<file path="src/inc/svm_pkg.sv">
/*
  Supply-voltage monitor controller package: APB register offsets, field positions, reset values, timing counts.
  Assumes a 20 MHz system clock and 32-bit APB data.
*/
package svm_pkg;
  // ----------------------------------------
  // register offsets (byte addresses)
  // ----------------------------------------
  localparam logic [7:0] monitor_enable_reg = 8'h00;
  localparam logic [7:0] detector_ctrl_reg = 8'h04;
  localparam logic [7:0] mon1_ctrl_reg = 8'h08;
  localparam logic [7:0] mon2_ctrl_reg = 8'h0c;
  localparam logic [7:0] clock_mode_reg_one = 8'h10;
  localparam logic [7:0] mon1_level_reg = 8'h14;
  localparam logic [7:0] irq_status_reg = 8'h18;
  localparam logic [7:0] irq_mask_reg = 8'h1c;
  localparam logic [7:0] supply_state_reg = 8'h20;
  // ----------------------------------------
  // field positions
  // ----------------------------------------
  localparam int shared_monitor_enable_bit = 0;
  localparam int detector1_enable_bit = 6;
  localparam int detector2_enable_bit = 7;
  localparam int mon_enable_bit = 0;
  localparam int mon_filter_disable_bit = 1;
  localparam int mon_passage_flag_bit = 2;
  localparam int mon_filter_clk_lo_bit = 4;
  localparam int mon_filter_clk_hi_bit = 5;
  localparam int mon_action_sel_bit = 6;
  localparam int mon_timing_sel_bit = 7;
  localparam int lowspeed_osc_stop_bit = 4;
  // ----------------------------------------
  // reset values
  // ----------------------------------------
  localparam logic [7:0] mon_ctrl_reset = 8'h0a;
  localparam logic lowspeed_osc_stop_reset = 1'b1;
  localparam logic [3:0] mon1_level_reset = 4'h0;
  // ----------------------------------------
  // timing: 125 kHz oscillator derived from the 20 MHz clock
  // ----------------------------------------
  localparam int clk_khz = 20000;
  localparam int lowspeed_osc_khz = 125;
  localparam logic [7:0] osc_div_count = 8'(clk_khz / lowspeed_osc_khz);
  localparam int filter_samples = 3;
endpackage : svm_pkg

</file>
<file path="src/supply_voltage_monitor_ctrl.sv">
/*
  Control logic for two supply-voltage monitors with optional digital filters, APB slave.
  Assumes comparator outputs synchronous to ref_clk_in; high means supply at or above threshold.
*/
// Implementation choices: the address map and register access over APB.
// Operation
// - while monitor 1 disabled, filter clock, filter disable and action accept one write.
// - monitor 1 crossings before the final enable produce no interrupt.
// - monitor 1 crossing during oscillator-on, filter wait or enable write sets its flag.
// - monitor 2 action select: 0 interrupt, 1 reset.
// - while monitor 2 disabled, filter clock, filter disable and action accept one write.
// - monitor 2 crossings before the final enable produce no interrupt.
// - monitor 2 crossing during oscillator-on, filter wait or enable write sets its flag.
`timescale 1ns/1ps
module supply_voltage_monitor_ctrl (
  input wire logic ref_clk_in,
  input wire logic rst_b_in,
  input wire logic psel_in,
  input wire logic penable_in,
  input wire logic pwrite_in,
  input wire logic [7:0] paddr_in,
  input wire logic [31:0] pwdata_in,
  output logic [31:0] prdata_out,
  output logic pready_out,
  output logic pslverr_out,
  input wire logic above_threshold_one_in,
  input wire logic above_threshold_two_in,
  output logic [3:0] mon1_level_out,
  output logic detector1_enable_out,
  output logic detector2_enable_out,
  output logic irq_out,
  output logic mon1_reset_req_out,
  output logic mon2_reset_req_out
);
  // ----------------------------------------
  // state
  // ----------------------------------------
  typedef struct packed {
    logic shared_en;
    logic det1_en;
    logic det2_en;
    logic [1:0][7:0] mon_ctrl;
    logic osc_stop;
    logic [3:0] level1;
    logic [1:0] irq_status;
    logic [1:0] irq_mask;
    logic [7:0] osc_cnt;
    logic [1:0][2:0] filt_div;
    logic [1:0][2:0] filt_hist;
    logic [1:0] filt_level;
    logic [1:0] reset_req;
    logic [31:0] rdata;
  } state_t;

  state_t r;
  state_t next_r;
  logic [1:0] cmp;
  logic osc_tick;

  // filter sampling divisor: 1, 2, 4 or 8 ticks of the low-speed oscillator
  function automatic logic [2:0] div_top(input logic [1:0] sel);
    div_top = 3'((4'h1 << sel) - 4'h1);
  endfunction : div_top

  function automatic logic [7:0] osc_div_count_m1();
    osc_div_count_m1 = svm_pkg::osc_div_count - 8'h01;
  endfunction : osc_div_count_m1

  function automatic logic hit(input logic [7:0] addr, input logic [7:0] reg_off);
    hit = (addr == reg_off);
  endfunction : hit

  assign cmp = {above_threshold_two_in, above_threshold_one_in};
  assign osc_tick = (r.osc_cnt == 8'h00) && !r.osc_stop;
  assign pready_out = 1'b1;
  assign pslverr_out = 1'b0;
  assign prdata_out = r.rdata;
  assign mon1_level_out = r.level1;
  assign detector1_enable_out = r.det1_en;
  assign detector2_enable_out = r.det2_en;
  assign irq_out = |(r.irq_status & r.irq_mask);
  assign mon1_reset_req_out = r.reset_req[0];
  assign mon2_reset_req_out = r.reset_req[1];

  // ----------------------------------------
  // next state
  // ----------------------------------------
  always_comb begin
    logic wr;
    logic rd;
    logic [1:0] det_on;
    logic [1:0] crossed;
    logic [1:0] newlvl;
    logic [1:0] fdis;
    logic [1:0] fall_only;
    logic [1:0] hits;
    logic [2:0] hist;
    logic [1:0] dclk;
    wr = psel_in && penable_in && pwrite_in;
    rd = psel_in && !penable_in && !pwrite_in;
    next_r = r;
    newlvl = r.filt_level;
    crossed = 2'b00;
    det_on = {r.det2_en, r.det1_en} & {2{r.shared_en}};
    hits = 2'b00;
    hist = 3'h0;
    dclk = 2'h0;
    fdis = 2'b00;
    fall_only = 2'b00;
    next_r.osc_cnt = (r.osc_stop || r.osc_cnt == 8'h00) ? osc_div_count_m1() : r.osc_cnt - 8'h01;
    for (int m = 0; m < 2; m++) begin
      fdis[m] = r.mon_ctrl[m][svm_pkg::mon_filter_disable_bit];
      dclk = {r.mon_ctrl[m][svm_pkg::mon_filter_clk_hi_bit], r.mon_ctrl[m][svm_pkg::mon_filter_clk_lo_bit]};
      if (!det_on[m]) begin
        newlvl[m] = cmp[m];
        next_r.filt_hist[m] = {3{cmp[m]}};
      end else if (fdis[m]) begin
        newlvl[m] = cmp[m];
      end else if (osc_tick) begin
        if (r.filt_div[m] == 3'h0) begin
          next_r.filt_div[m] = div_top(dclk);
          hist = {r.filt_hist[m][1:0], cmp[m]};
          next_r.filt_hist[m] = hist;
          if (hist == 3'b111) newlvl[m] = 1'b1;
          if (hist == 3'b000) newlvl[m] = 1'b0;
        end else begin
          next_r.filt_div[m] = r.filt_div[m] - 3'h1;
        end
      end
      next_r.filt_level[m] = newlvl[m];
      // timing select 1 watches falls only, 0 watches both directions
      fall_only[m] = r.mon_ctrl[m][svm_pkg::mon_timing_sel_bit];
      crossed[m] = det_on[m] && (newlvl[m] != r.filt_level[m]) && (!fall_only[m] || !newlvl[m]);
      // flag records even before enable, once detector runs
      if (crossed[m]) hits[m] = 1'b1;
    end
    // ---- register writes ----
    if (wr) begin
      if (hit(paddr_in, svm_pkg::monitor_enable_reg))
        next_r.shared_en = pwdata_in[svm_pkg::shared_monitor_enable_bit];
      if (hit(paddr_in, svm_pkg::detector_ctrl_reg)) begin
        next_r.det1_en = pwdata_in[svm_pkg::detector1_enable_bit];
        next_r.det2_en = pwdata_in[svm_pkg::detector2_enable_bit];
      end
      if (hit(paddr_in, svm_pkg::clock_mode_reg_one))
        next_r.osc_stop = pwdata_in[svm_pkg::lowspeed_osc_stop_bit];
      if (hit(paddr_in, svm_pkg::mon1_level_reg))
        next_r.level1 = pwdata_in[3:0];
      if (hit(paddr_in, svm_pkg::irq_mask_reg))
        next_r.irq_mask = pwdata_in[1:0];
      if (hit(paddr_in, svm_pkg::irq_status_reg))
        next_r.irq_status = r.irq_status & ~pwdata_in[1:0];
      for (int m = 0; m < 2; m++) begin
        if (hit(paddr_in, m == 0 ? svm_pkg::mon1_ctrl_reg : svm_pkg::mon2_ctrl_reg)) begin
          // all fields except bit 3 (cleared to 0 by any write) and the flag taken in one write while disabled
          next_r.mon_ctrl[m] = pwdata_in[7:0];
          next_r.mon_ctrl[m][3] = 1'b0;
          // flag only cleared by writing 0, writing 1 keeps it
          next_r.mon_ctrl[m][svm_pkg::mon_passage_flag_bit] =
            r.mon_ctrl[m][svm_pkg::mon_passage_flag_bit] && pwdata_in[svm_pkg::mon_passage_flag_bit];
        end
      end
    end
    // ---- events: set wins over clear ----
    for (int m = 0; m < 2; m++) begin
      if (hits[m]) begin
        next_r.mon_ctrl[m][svm_pkg::mon_passage_flag_bit] = 1'b1;
        if (r.mon_ctrl[m][svm_pkg::mon_enable_bit]) begin
          if (r.mon_ctrl[m][svm_pkg::mon_action_sel_bit])
            next_r.reset_req[m] = 1'b1;
          else
            next_r.irq_status[m] = 1'b1;
        end
      end
    end
    // ---- read data ----
    if (rd) begin
      case (paddr_in)
        svm_pkg::monitor_enable_reg: next_r.rdata = {31'h0000_0000, r.shared_en};
        svm_pkg::detector_ctrl_reg: next_r.rdata = {24'h00_0000, r.det2_en, r.det1_en, 6'h00};
        svm_pkg::mon1_ctrl_reg: next_r.rdata = {24'h00_0000, r.mon_ctrl[0]};
        svm_pkg::mon2_ctrl_reg: next_r.rdata = {24'h00_0000, r.mon_ctrl[1]};
        svm_pkg::clock_mode_reg_one: next_r.rdata = {27'h000_0000, r.osc_stop, 4'h0};
        svm_pkg::mon1_level_reg: next_r.rdata = {28'h000_0000, r.level1};
        svm_pkg::irq_status_reg: next_r.rdata = {30'h0000_0000, r.irq_status};
        svm_pkg::irq_mask_reg: next_r.rdata = {30'h0000_0000, r.irq_mask};
        svm_pkg::supply_state_reg: next_r.rdata = {30'h0000_0000, r.filt_level};
        default: next_r.rdata = 32'h0000_0000;
      endcase
    end
  end

  // ----------------------------------------
  // registers
  // ----------------------------------------
  always_ff @(posedge ref_clk_in) begin
    if (!rst_b_in) begin
      r <= '0;
      r.mon_ctrl[0] <= svm_pkg::mon_ctrl_reset;
      r.mon_ctrl[1] <= svm_pkg::mon_ctrl_reset;
      r.osc_stop <= svm_pkg::lowspeed_osc_stop_reset;
      r.level1 <= svm_pkg::mon1_level_reset;
    end else begin
      r <= next_r;
    end
  end
endmodule : supply_voltage_monitor_ctrl

</file>
<file path="config.mk">
export PLATFORM = sky130hd
export DESIGN_NAME = supply_voltage_monitor_ctrl
export DESIGN_NICKNAME = d
export VERILOG_FILES = /design/src/inc/svm_pkg.sv /design/src/supply_voltage_monitor_ctrl.sv
export SDC_FILE = /design/constraint.sdc
export NUM_CORES = 1
export LEC_CHECK = 0
export ABC_AREA = 1
export BUFFER_PORTS_ARGS = -buffer_cell sky130_fd_sc_hd__buf_2
export CAP_MARGIN = 10
export CORE_UTILIZATION = 52
export DETAILED_ROUTE_END_ITERATION = 16
export HOLD_SLACK_MARGIN = 0.1
export PLACE_DENSITY_LB_ADDON = 0.25
export SETUP_SLACK_MARGIN = 0.1
export SLEW_MARGIN = 20
export SYNTH_ARGS = -nofsm -noshare
export SYNTH_HDL_FRONTEND = slang
export SYNTH_SLANG_ARGS = --single-unit
</file>
<file path="constraint.sdc">
create_clock -name ref_clk_in -period 1.8 [get_ports ref_clk_in]
set_clock_uncertainty 0.1 [all_clocks]
set_input_delay 0.27 -clock ref_clk_in [delete_from_list [all_inputs] [get_ports ref_clk_in]]
set_output_delay 0.27 -clock ref_clk_in [all_outputs]
set_load 0.1 [all_outputs]
</file>
======== Word level (Yosys, flattened, before mapping) ========
Index checks and enable logic that the tools add are counted.
cells by class
  equality and inequality tests ........... 18
  reductions and logical operators ........ 48
  add/subtract/negate cells ............... 5
  multiplexer cells ....................... 41
  shift operators ......................... 2
  bitwise operators ....................... 7
operators by type and width
  operator                                                             number
  8-bit case mux with 9 select lines                                   1
  8-bit by 5-bit == test with 1-bit output (second input constant)     4
  1-bit 2-to-1 mux                                                     23
  2-bit 2-to-1 mux                                                     10
  20-bit 2-to-1 mux                                                    1
  2-bit AND reduction                                                  9
  3-bit AND reduction                                                  6
  8-bit by 4-bit == test with 1-bit output (second input constant)     2
  8-bit zero test                                                      2
  8-bit 2-to-1 mux                                                     2
  3-bit zero test                                                      4
  3-bit by 1-bit subtractor with 3-bit output (second input constant)  4
  1-bit logical AND                                                    11
  3-bit 2-to-1 mux                                                     3
  8-bit by 3-bit == test with 1-bit output (second input constant)     1
  8-bit by 6-bit == test with 1-bit output (second input constant)     1
  2-bit inequality test (second input constant)                        4
  2-bit nonzero test                                                   4
  8-bit by 1-bit subtractor with 8-bit output (second input constant)  1
  1-bit zero test                                                      7
  2-bit AND                                                            3
  3-bit == test (second input constant)                                2
  1-bit by 2-bit << shifter with 3-bit output (first input constant)   2
  4-bit 2-to-1 mux                                                     1
  6 further kinds                                                      13
storage, ports and cells
  input bits .............................. 47
  output and inout bits ................... 43
  register bits ........................... 82
  word-level logic and storage cells ...... 142

======== Depth between registers and ports, before layout ========
  word-level depth ........................ 13
  depth in mapped cells ................... 12
  gate-level depth less buffers ........... 12

======== Worst setup path before layout ========
No wires, ideal clock.
  path type ............................... flip-flop to output port
  start point ............................. register r[57] (netlist bit)
  end point ............................... output irq_out
  buffers on the path ..................... 0
  stages on the path, launching flop included .. 3
  arrival time ............................ 1.838 ns
  path slack .............................. -0.408 ns
  required time ........................... 1.430 ns
  path through ............................ dfxtp_1 inv_1 o22ai_1
between the ends
  cells in the longest elaborated chain, start to end .. 2
RTL lines
  element                   line                                source
  start: declaration        supply_voltage_monitor_ctrl.sv:55   state_t r;
  start signal: assignment  supply_voltage_monitor_ctrl.sv:204  r <= next_r;
  2-bit AND                 supply_voltage_monitor_ctrl.sv:81   assign irq_out = |(r.irq_status & r.irq_mask);
  2-bit OR reduction        supply_voltage_monitor_ctrl.sv:81
  end: declaration          supply_voltage_monitor_ctrl.sv:31   output logic irq_out,
Every way passes these cells.

======== Final worst setup path ========
  start point ............................. register r[48] (netlist bit)
  end point ............................... register r[58] (netlist bit)
between the ends
  cells in the longest elaborated chain, start to end .. 10
  elaborated cells on any way between the ends .. 12
  classes of those cells .................. 1 x eq/ne; 5 x mux; 6 x reduce/logical
RTL lines
  element                                                   line                                source
  8-bit zero test *                                         supply_voltage_monitor_ctrl.sv:74   assign osc_tick = (r.osc_cnt == 8'h00) && !r.osc_stop;
  1-bit logical AND *                                       supply_voltage_monitor_ctrl.sv:74
  1-bit 2-to-1 mux *                                        supply_voltage_monitor_ctrl.sv:119  end else if (osc_tick) begin
  1-bit 2-to-1 mux *                                        supply_voltage_monitor_ctrl.sv:117  end else if (fdis[m]) begin
  1-bit 2-to-1 mux *                                        supply_voltage_monitor_ctrl.sv:114  if (!det_on[m]) begin
  1-bit inequality test or 1-bit zero test (tied branches)  supply_voltage_monitor_ctrl.sv:133  crossed[m] = det_on[m] && (newlvl[m] != r.filt_level[m]) && (!fall_only[m] || !newlvl[m]);
  1-bit logical AND or 1-bit logical OR (tied branches)     supply_voltage_monitor_ctrl.sv:133
  1-bit logical AND *                                       supply_voltage_monitor_ctrl.sv:133
  1-bit 2-to-1 mux *                                        supply_voltage_monitor_ctrl.sv:135  if (crossed[m]) hits[m] = 1'b1;
  1-bit 2-to-1 mux *                                        supply_voltage_monitor_ctrl.sv:166  if (hits[m]) begin
Every way passes the cells marked *; elsewhere a longest branch is shown, timed or not.
A chain may end at the register's enable or synchronous reset.

==> impl_results.md <==
* Element type at the critical path start: flip-flop
* Destination of the critical timing path: r[58]
* Global routing usage summed across all routing layers at 0.227
* Start point of the critical path: r[48]
* Data required time of the critical path at between 1.5 and 2 ns
* Min cycle time layout at around 1.6 ns
* Worst-case vdd ir drop at 0.000639 V
* Primary flip-flop cell chosen by synthesis mapping: sky130_fd_sc_hd__dfxtp_1
* CTS sink count at 58
* Number of buffers created by CTS at 9
* Starting Density at 0.537
* Crit path arrival time at ~1.8 ns
* Routed WL per cell at roughly 12 µm
* Result of the run: finished, final reports clean
* Netlist Area Pre-Place at about 3200 µm²
* Via count of the first global-routing pass at 2602
* Standard-cell rows at 28
* Comb pwr share at 0.151
* Maximum number of pins on one net before global-route repair at 33
* Area of the multi-input gates at roughly 1600 µm²
* Setup repair after global routing missed its margin: no
* R2R Path End: r[58]
* Width of the die at around 80 µm
* Cell with the biggest individual delay on the critical path: sky130_fd_sc_hd__dfxtp_1
* Critical path type: reg2reg
* Parity-gate share of the synthesized area counting xor and xnor cells at 0.00554
* Sequential element share of the synthesized area at 0.367
* Clock network power share at 0.375
* Filler Cell Count at about 590
* Number of iterations in the first detailed-routing pass at 5
* MaxCap Viol Count at 0
* DR vias at 2930
* Placed cell count at approximately 550
* Synth-to-layout area growth at 13.4%
* Remaining antenna violation count after routing at 0
* Fraction of the mapped netlist area in simple logic gates at 0.225
* Synth async-reset ratio at 0
* Adder-cell share of the synthesized area at 0.0158
* Clock Tree Root: sky130_fd_sc_hd__clkbuf_8
* Final standard cell count with taps included and fillers excluded at about 570
* Final setup slack of the worst path at 0.191 ns
* Final Hold Vio Count at 0
* Crit-path leading delay family: simple AND/OR/NAND/NOR gates
* Flop and latch count out of synthesis at 58
* Final weighted congestion in routability-driven placement at 0.880
* Logic depth of the worst setup path including buffers at 12
* Final net count at ~540
* TritonCTS clock tree: built
* Share of cells above drive strength 1 at 0.221
* Largest family of logic cells by synthesized area: simple AND/OR/NAND/NOR gates
* H-tree lvl count at 3
* Die Y at 80.0 µm
* Total setup violations reported at the end of the flow at 0
* Kind of end point of the critical path: flip-flop
* Number of vias per cell after detailed routing at just over 5
* Buffers and inverters on the worst path at 3
* Setup tns final at 0 ns
* Cells taking the most area after synthesis: sky130_fd_sc_hd__dfxtp_1, sky130_fd_sc_hd__buf_4, sky130_fd_sc_hd__nand2_1
* Average size of a mapped cell at between 7 and 8 µm²
* Leakage power summed over all cells at 0.00164 µW
* Wire length of the first global-routing pass at 11.1 mm
* Maximum clock path buffer count at 2
* DIE AREA at ~6400 µm²
* Top-Level Pins at 90
* Initial antenna violation count at 0
* Skew-Pair Late Insertion Delay at around 0.34 ns
* Compound-gate portion of the synthesized area at 0.192
* Ordered cell list for the critical path: inv_2, ha_4, inv_1, nor2_2, nand3_4, inv_4, nand2_1, nand2_2, nand2_1, nand2_2, nand4_1, a21oi_2
* Share of cell area taken by muxes after synthesis at 0
* Portion of synthesized cell area occupied by the leading cell type at 0.367
* DP HPWL at about 5 mm
* Gate count of the mapped netlist at around 450
* Internal Pwr Total at roughly 1900 µW
* Clock-pin slew reported for the worst setup and hold paths after clock tree synthesis at around 0.070 ns
* Maximum fanout count along the critical path at 4
* Sequential Power Share at 0.475
* Count of buffers from port buffering at 39
* R2r worst-path depth at 12
* Residual DRC at 0
* Final wirelength at 6.99 mm
* Number of synthesis warnings at 0
* Initial detailed-routing violation count at 188
* Count leader, synth: sky130_fd_sc_hd__nand2_1
* Highest clock rate at 622 MHz
* Worst reg-to-reg setup slack at roughly 0.19 ns
* Net switching share of the total power at 0.312
* Count of pins over their slew limit at 0
* Core ar. at roughly 6000 µm²
* Period utilisation layout at 0.894
* Slowest Stage Delay on Critical Path at 0.30 ns
* Cell Pwr Density at 768 nW/µm²
* Sequential cell area at approximately 1200 µm²
* Worst-case setup slack after placement at just over 0.05 ns
* Number of unique standard cell types used by synthesis at 34
* Commonest cells in the netlist: sky130_fd_sc_hd__nand2_1, sky130_fd_sc_hd__inv_1, sky130_fd_sc_hd__dfxtp_1
* Number of enable flip-flop cells after synthesis at 0
* Remaining global-route overflow at 0
* Reported net switching power at roughly 860 µW
* HP Class: in2reg
* Startpoint of the lowest-slack register-to-register path: r[48]
* Synth area leader: sky130_fd_sc_hd__dfxtp_1
* Final antenna diode count at 0
==> kinds of logic (layout without fill, tap and decap cells) <==
logic type,after synthesis,after routing
AND/OR/NAND/NOR,152,152
buffers and inverters,124,148
AO/OA/AOI/OAI,107,107
flip-flops,58,58
adder cells (fa/ha/maj),4,4
other,2,26
XOR/XNOR,2,2
==> metrics by stage <==
stage	area [µm²]	power (µW)	hold WS [ns]	util
after floorplan	3260	1710	0.298	-
after global placement	3300	1730	0.338	0.560
after detailed placement	3300	1730	0.337	0.560
after CTS	3480	2750	0.105	0.592
after global routing	3590	2850	0.121	0.609
final	3590	2750	0.109	0.609
==> power by group through the flow <==
stage | Combinational (µW) | Clock (µW) | Sequential [µW]
6_report | 415 | 1030 | 1310
3_5_place_dp | 394 | 0 | 1340
3_3_place_gp | 390 | 0 | 1330
4_1_cts | 397 | 1050 | 1310
5_1_grt | 440 | 1100 | 1310
2_1_floorplan | 377 | 0 | 1330
==> worst register-to-register path, cell delays in order (launching register included) <==
cell and delay (ns):
sky130_fd_sc_hd__dfxtp_1 0.30, sky130_fd_sc_hd__inv_2 0.08, sky130_fd_sc_hd__ha_4 0.14, sky130_fd_sc_hd__inv_1 0.04, sky130_fd_sc_hd__nor2_2 0.12, sky130_fd_sc_hd__nand3_4 0.13, sky130_fd_sc_hd__inv_4 0.09, sky130_fd_sc_hd__nand2_1 0.06
sky130_fd_sc_hd__nand2_2 0.09, sky130_fd_sc_hd__nand2_1 0.07, sky130_fd_sc_hd__nand2_2 0.08, sky130_fd_sc_hd__nand4_1 0.12, sky130_fd_sc_hd__a21oi_2 0.14
==> worst min-delay path by stage <==
stage	from	endpoint	slack [ns]	cells past startpoint
6_report	pwdata_in[3]	mon1_level_out[3]	0.11	3
5_1_grt	above_threshold_two_in	r[39]	0.12	3
3_5_place_dp	r[68]	r[68]	0.34	2
2_1_floorplan	above_threshold_two_in	r[39]	0.30	2
3_3_place_gp	r[68]	r[68]	0.34	2
4_1_cts	above_threshold_one_in	r[36]	0.10	3
==> cell usage in the layout, fill, tap and decap left out, types with 2 or more instances in the layout <==
cell type,Yosys,layout
sky130_fd_sc_hd__nand2_1,75,71
sky130_fd_sc_hd__inv_1,71,69
sky130_fd_sc_hd__dfxtp_1,58,56
sky130_fd_sc_hd__a21oi_1,41,39
sky130_fd_sc_hd__buf_2,0,38
sky130_fd_sc_hd__o21ai_0,35,34
sky130_fd_sc_hd__nor2_1,37,33
sky130_fd_sc_hd__conb_1,2,26
sky130_fd_sc_hd__nand3_1,17,13
sky130_fd_sc_hd__buf_4,38,12
sky130_fd_sc_hd__inv_2,9,10
sky130_fd_sc_hd__clkbuf_8,0,10
sky130_fd_sc_hd__a31oi_1,6,6
sky130_fd_sc_hd__a211oi_1,5,5
sky130_fd_sc_hd__nor3_1,5,5
sky130_fd_sc_hd__o22ai_1,6,5
sky130_fd_sc_hd__o21ai_1,3,4
sky130_fd_sc_hd__nor2_2,0,4
sky130_fd_sc_hd__nand2_2,0,4
sky130_fd_sc_hd__nor2_4,4,4
sky130_fd_sc_hd__o221ai_1,4,4
sky130_fd_sc_hd__nand3_2,1,4
sky130_fd_sc_hd__nand4_1,4,4
sky130_fd_sc_hd__nor3_2,3,3
sky130_fd_sc_hd__a21oi_2,1,3
sky130_fd_sc_hd__ha_1,4,3
sky130_fd_sc_hd__clkinv_2,0,3
sky130_fd_sc_hd__clkbuf_1,4,3
sky130_fd_sc_hd__nand2_4,2,2
sky130_fd_sc_hd__o31ai_2,2,2
sky130_fd_sc_hd__nor3_4,2,2
sky130_fd_sc_hd__xor2_1,2,2
sky130_fd_sc_hd__o31ai_1,2,2
sky130_fd_sc_hd__dfxtp_2,0,2
==> per-layer routing <==
metal,up-vias,global-route usage,wire (µm)
met5,-,0,0
met4,0,0.0893,138
met3,17,0.0823,407
met2,94,0.377,3340
met1,1351,0.265,3110
li1,1468,-,-
==> area by class of cell <==
cell class / count / share of cell area
multi-input combinational: 291 / 0.437
sequential: 58 / 0.324
inverter: 81 / 0.0855
timing repair buffer: 51 / 0.0809
clock buffer: 13 / 0.0415
tap: 75 / 0.0262
clock inverter: 3 / 0.00419
==> sequential cells by signal, indices dropped and copies added (netlist names) <==
register,flops
mon1_level_out,4
r,42
detector1_enable_out,1
prdata_out,8
detector2_enable_out,1
mon2_reset_req_out,1
mon1_reset_req_out,1
==> repair_timing <==
item                                    CTS  global route
resized for setup                         5            18
setup buffers                             0             4
pin swaps                                 1             6
endpoints found under the hold margin     1             0
hold buffers                              1             0
endpoints found under the setup margin    7            17
Power figures use the tool's default switching activity.
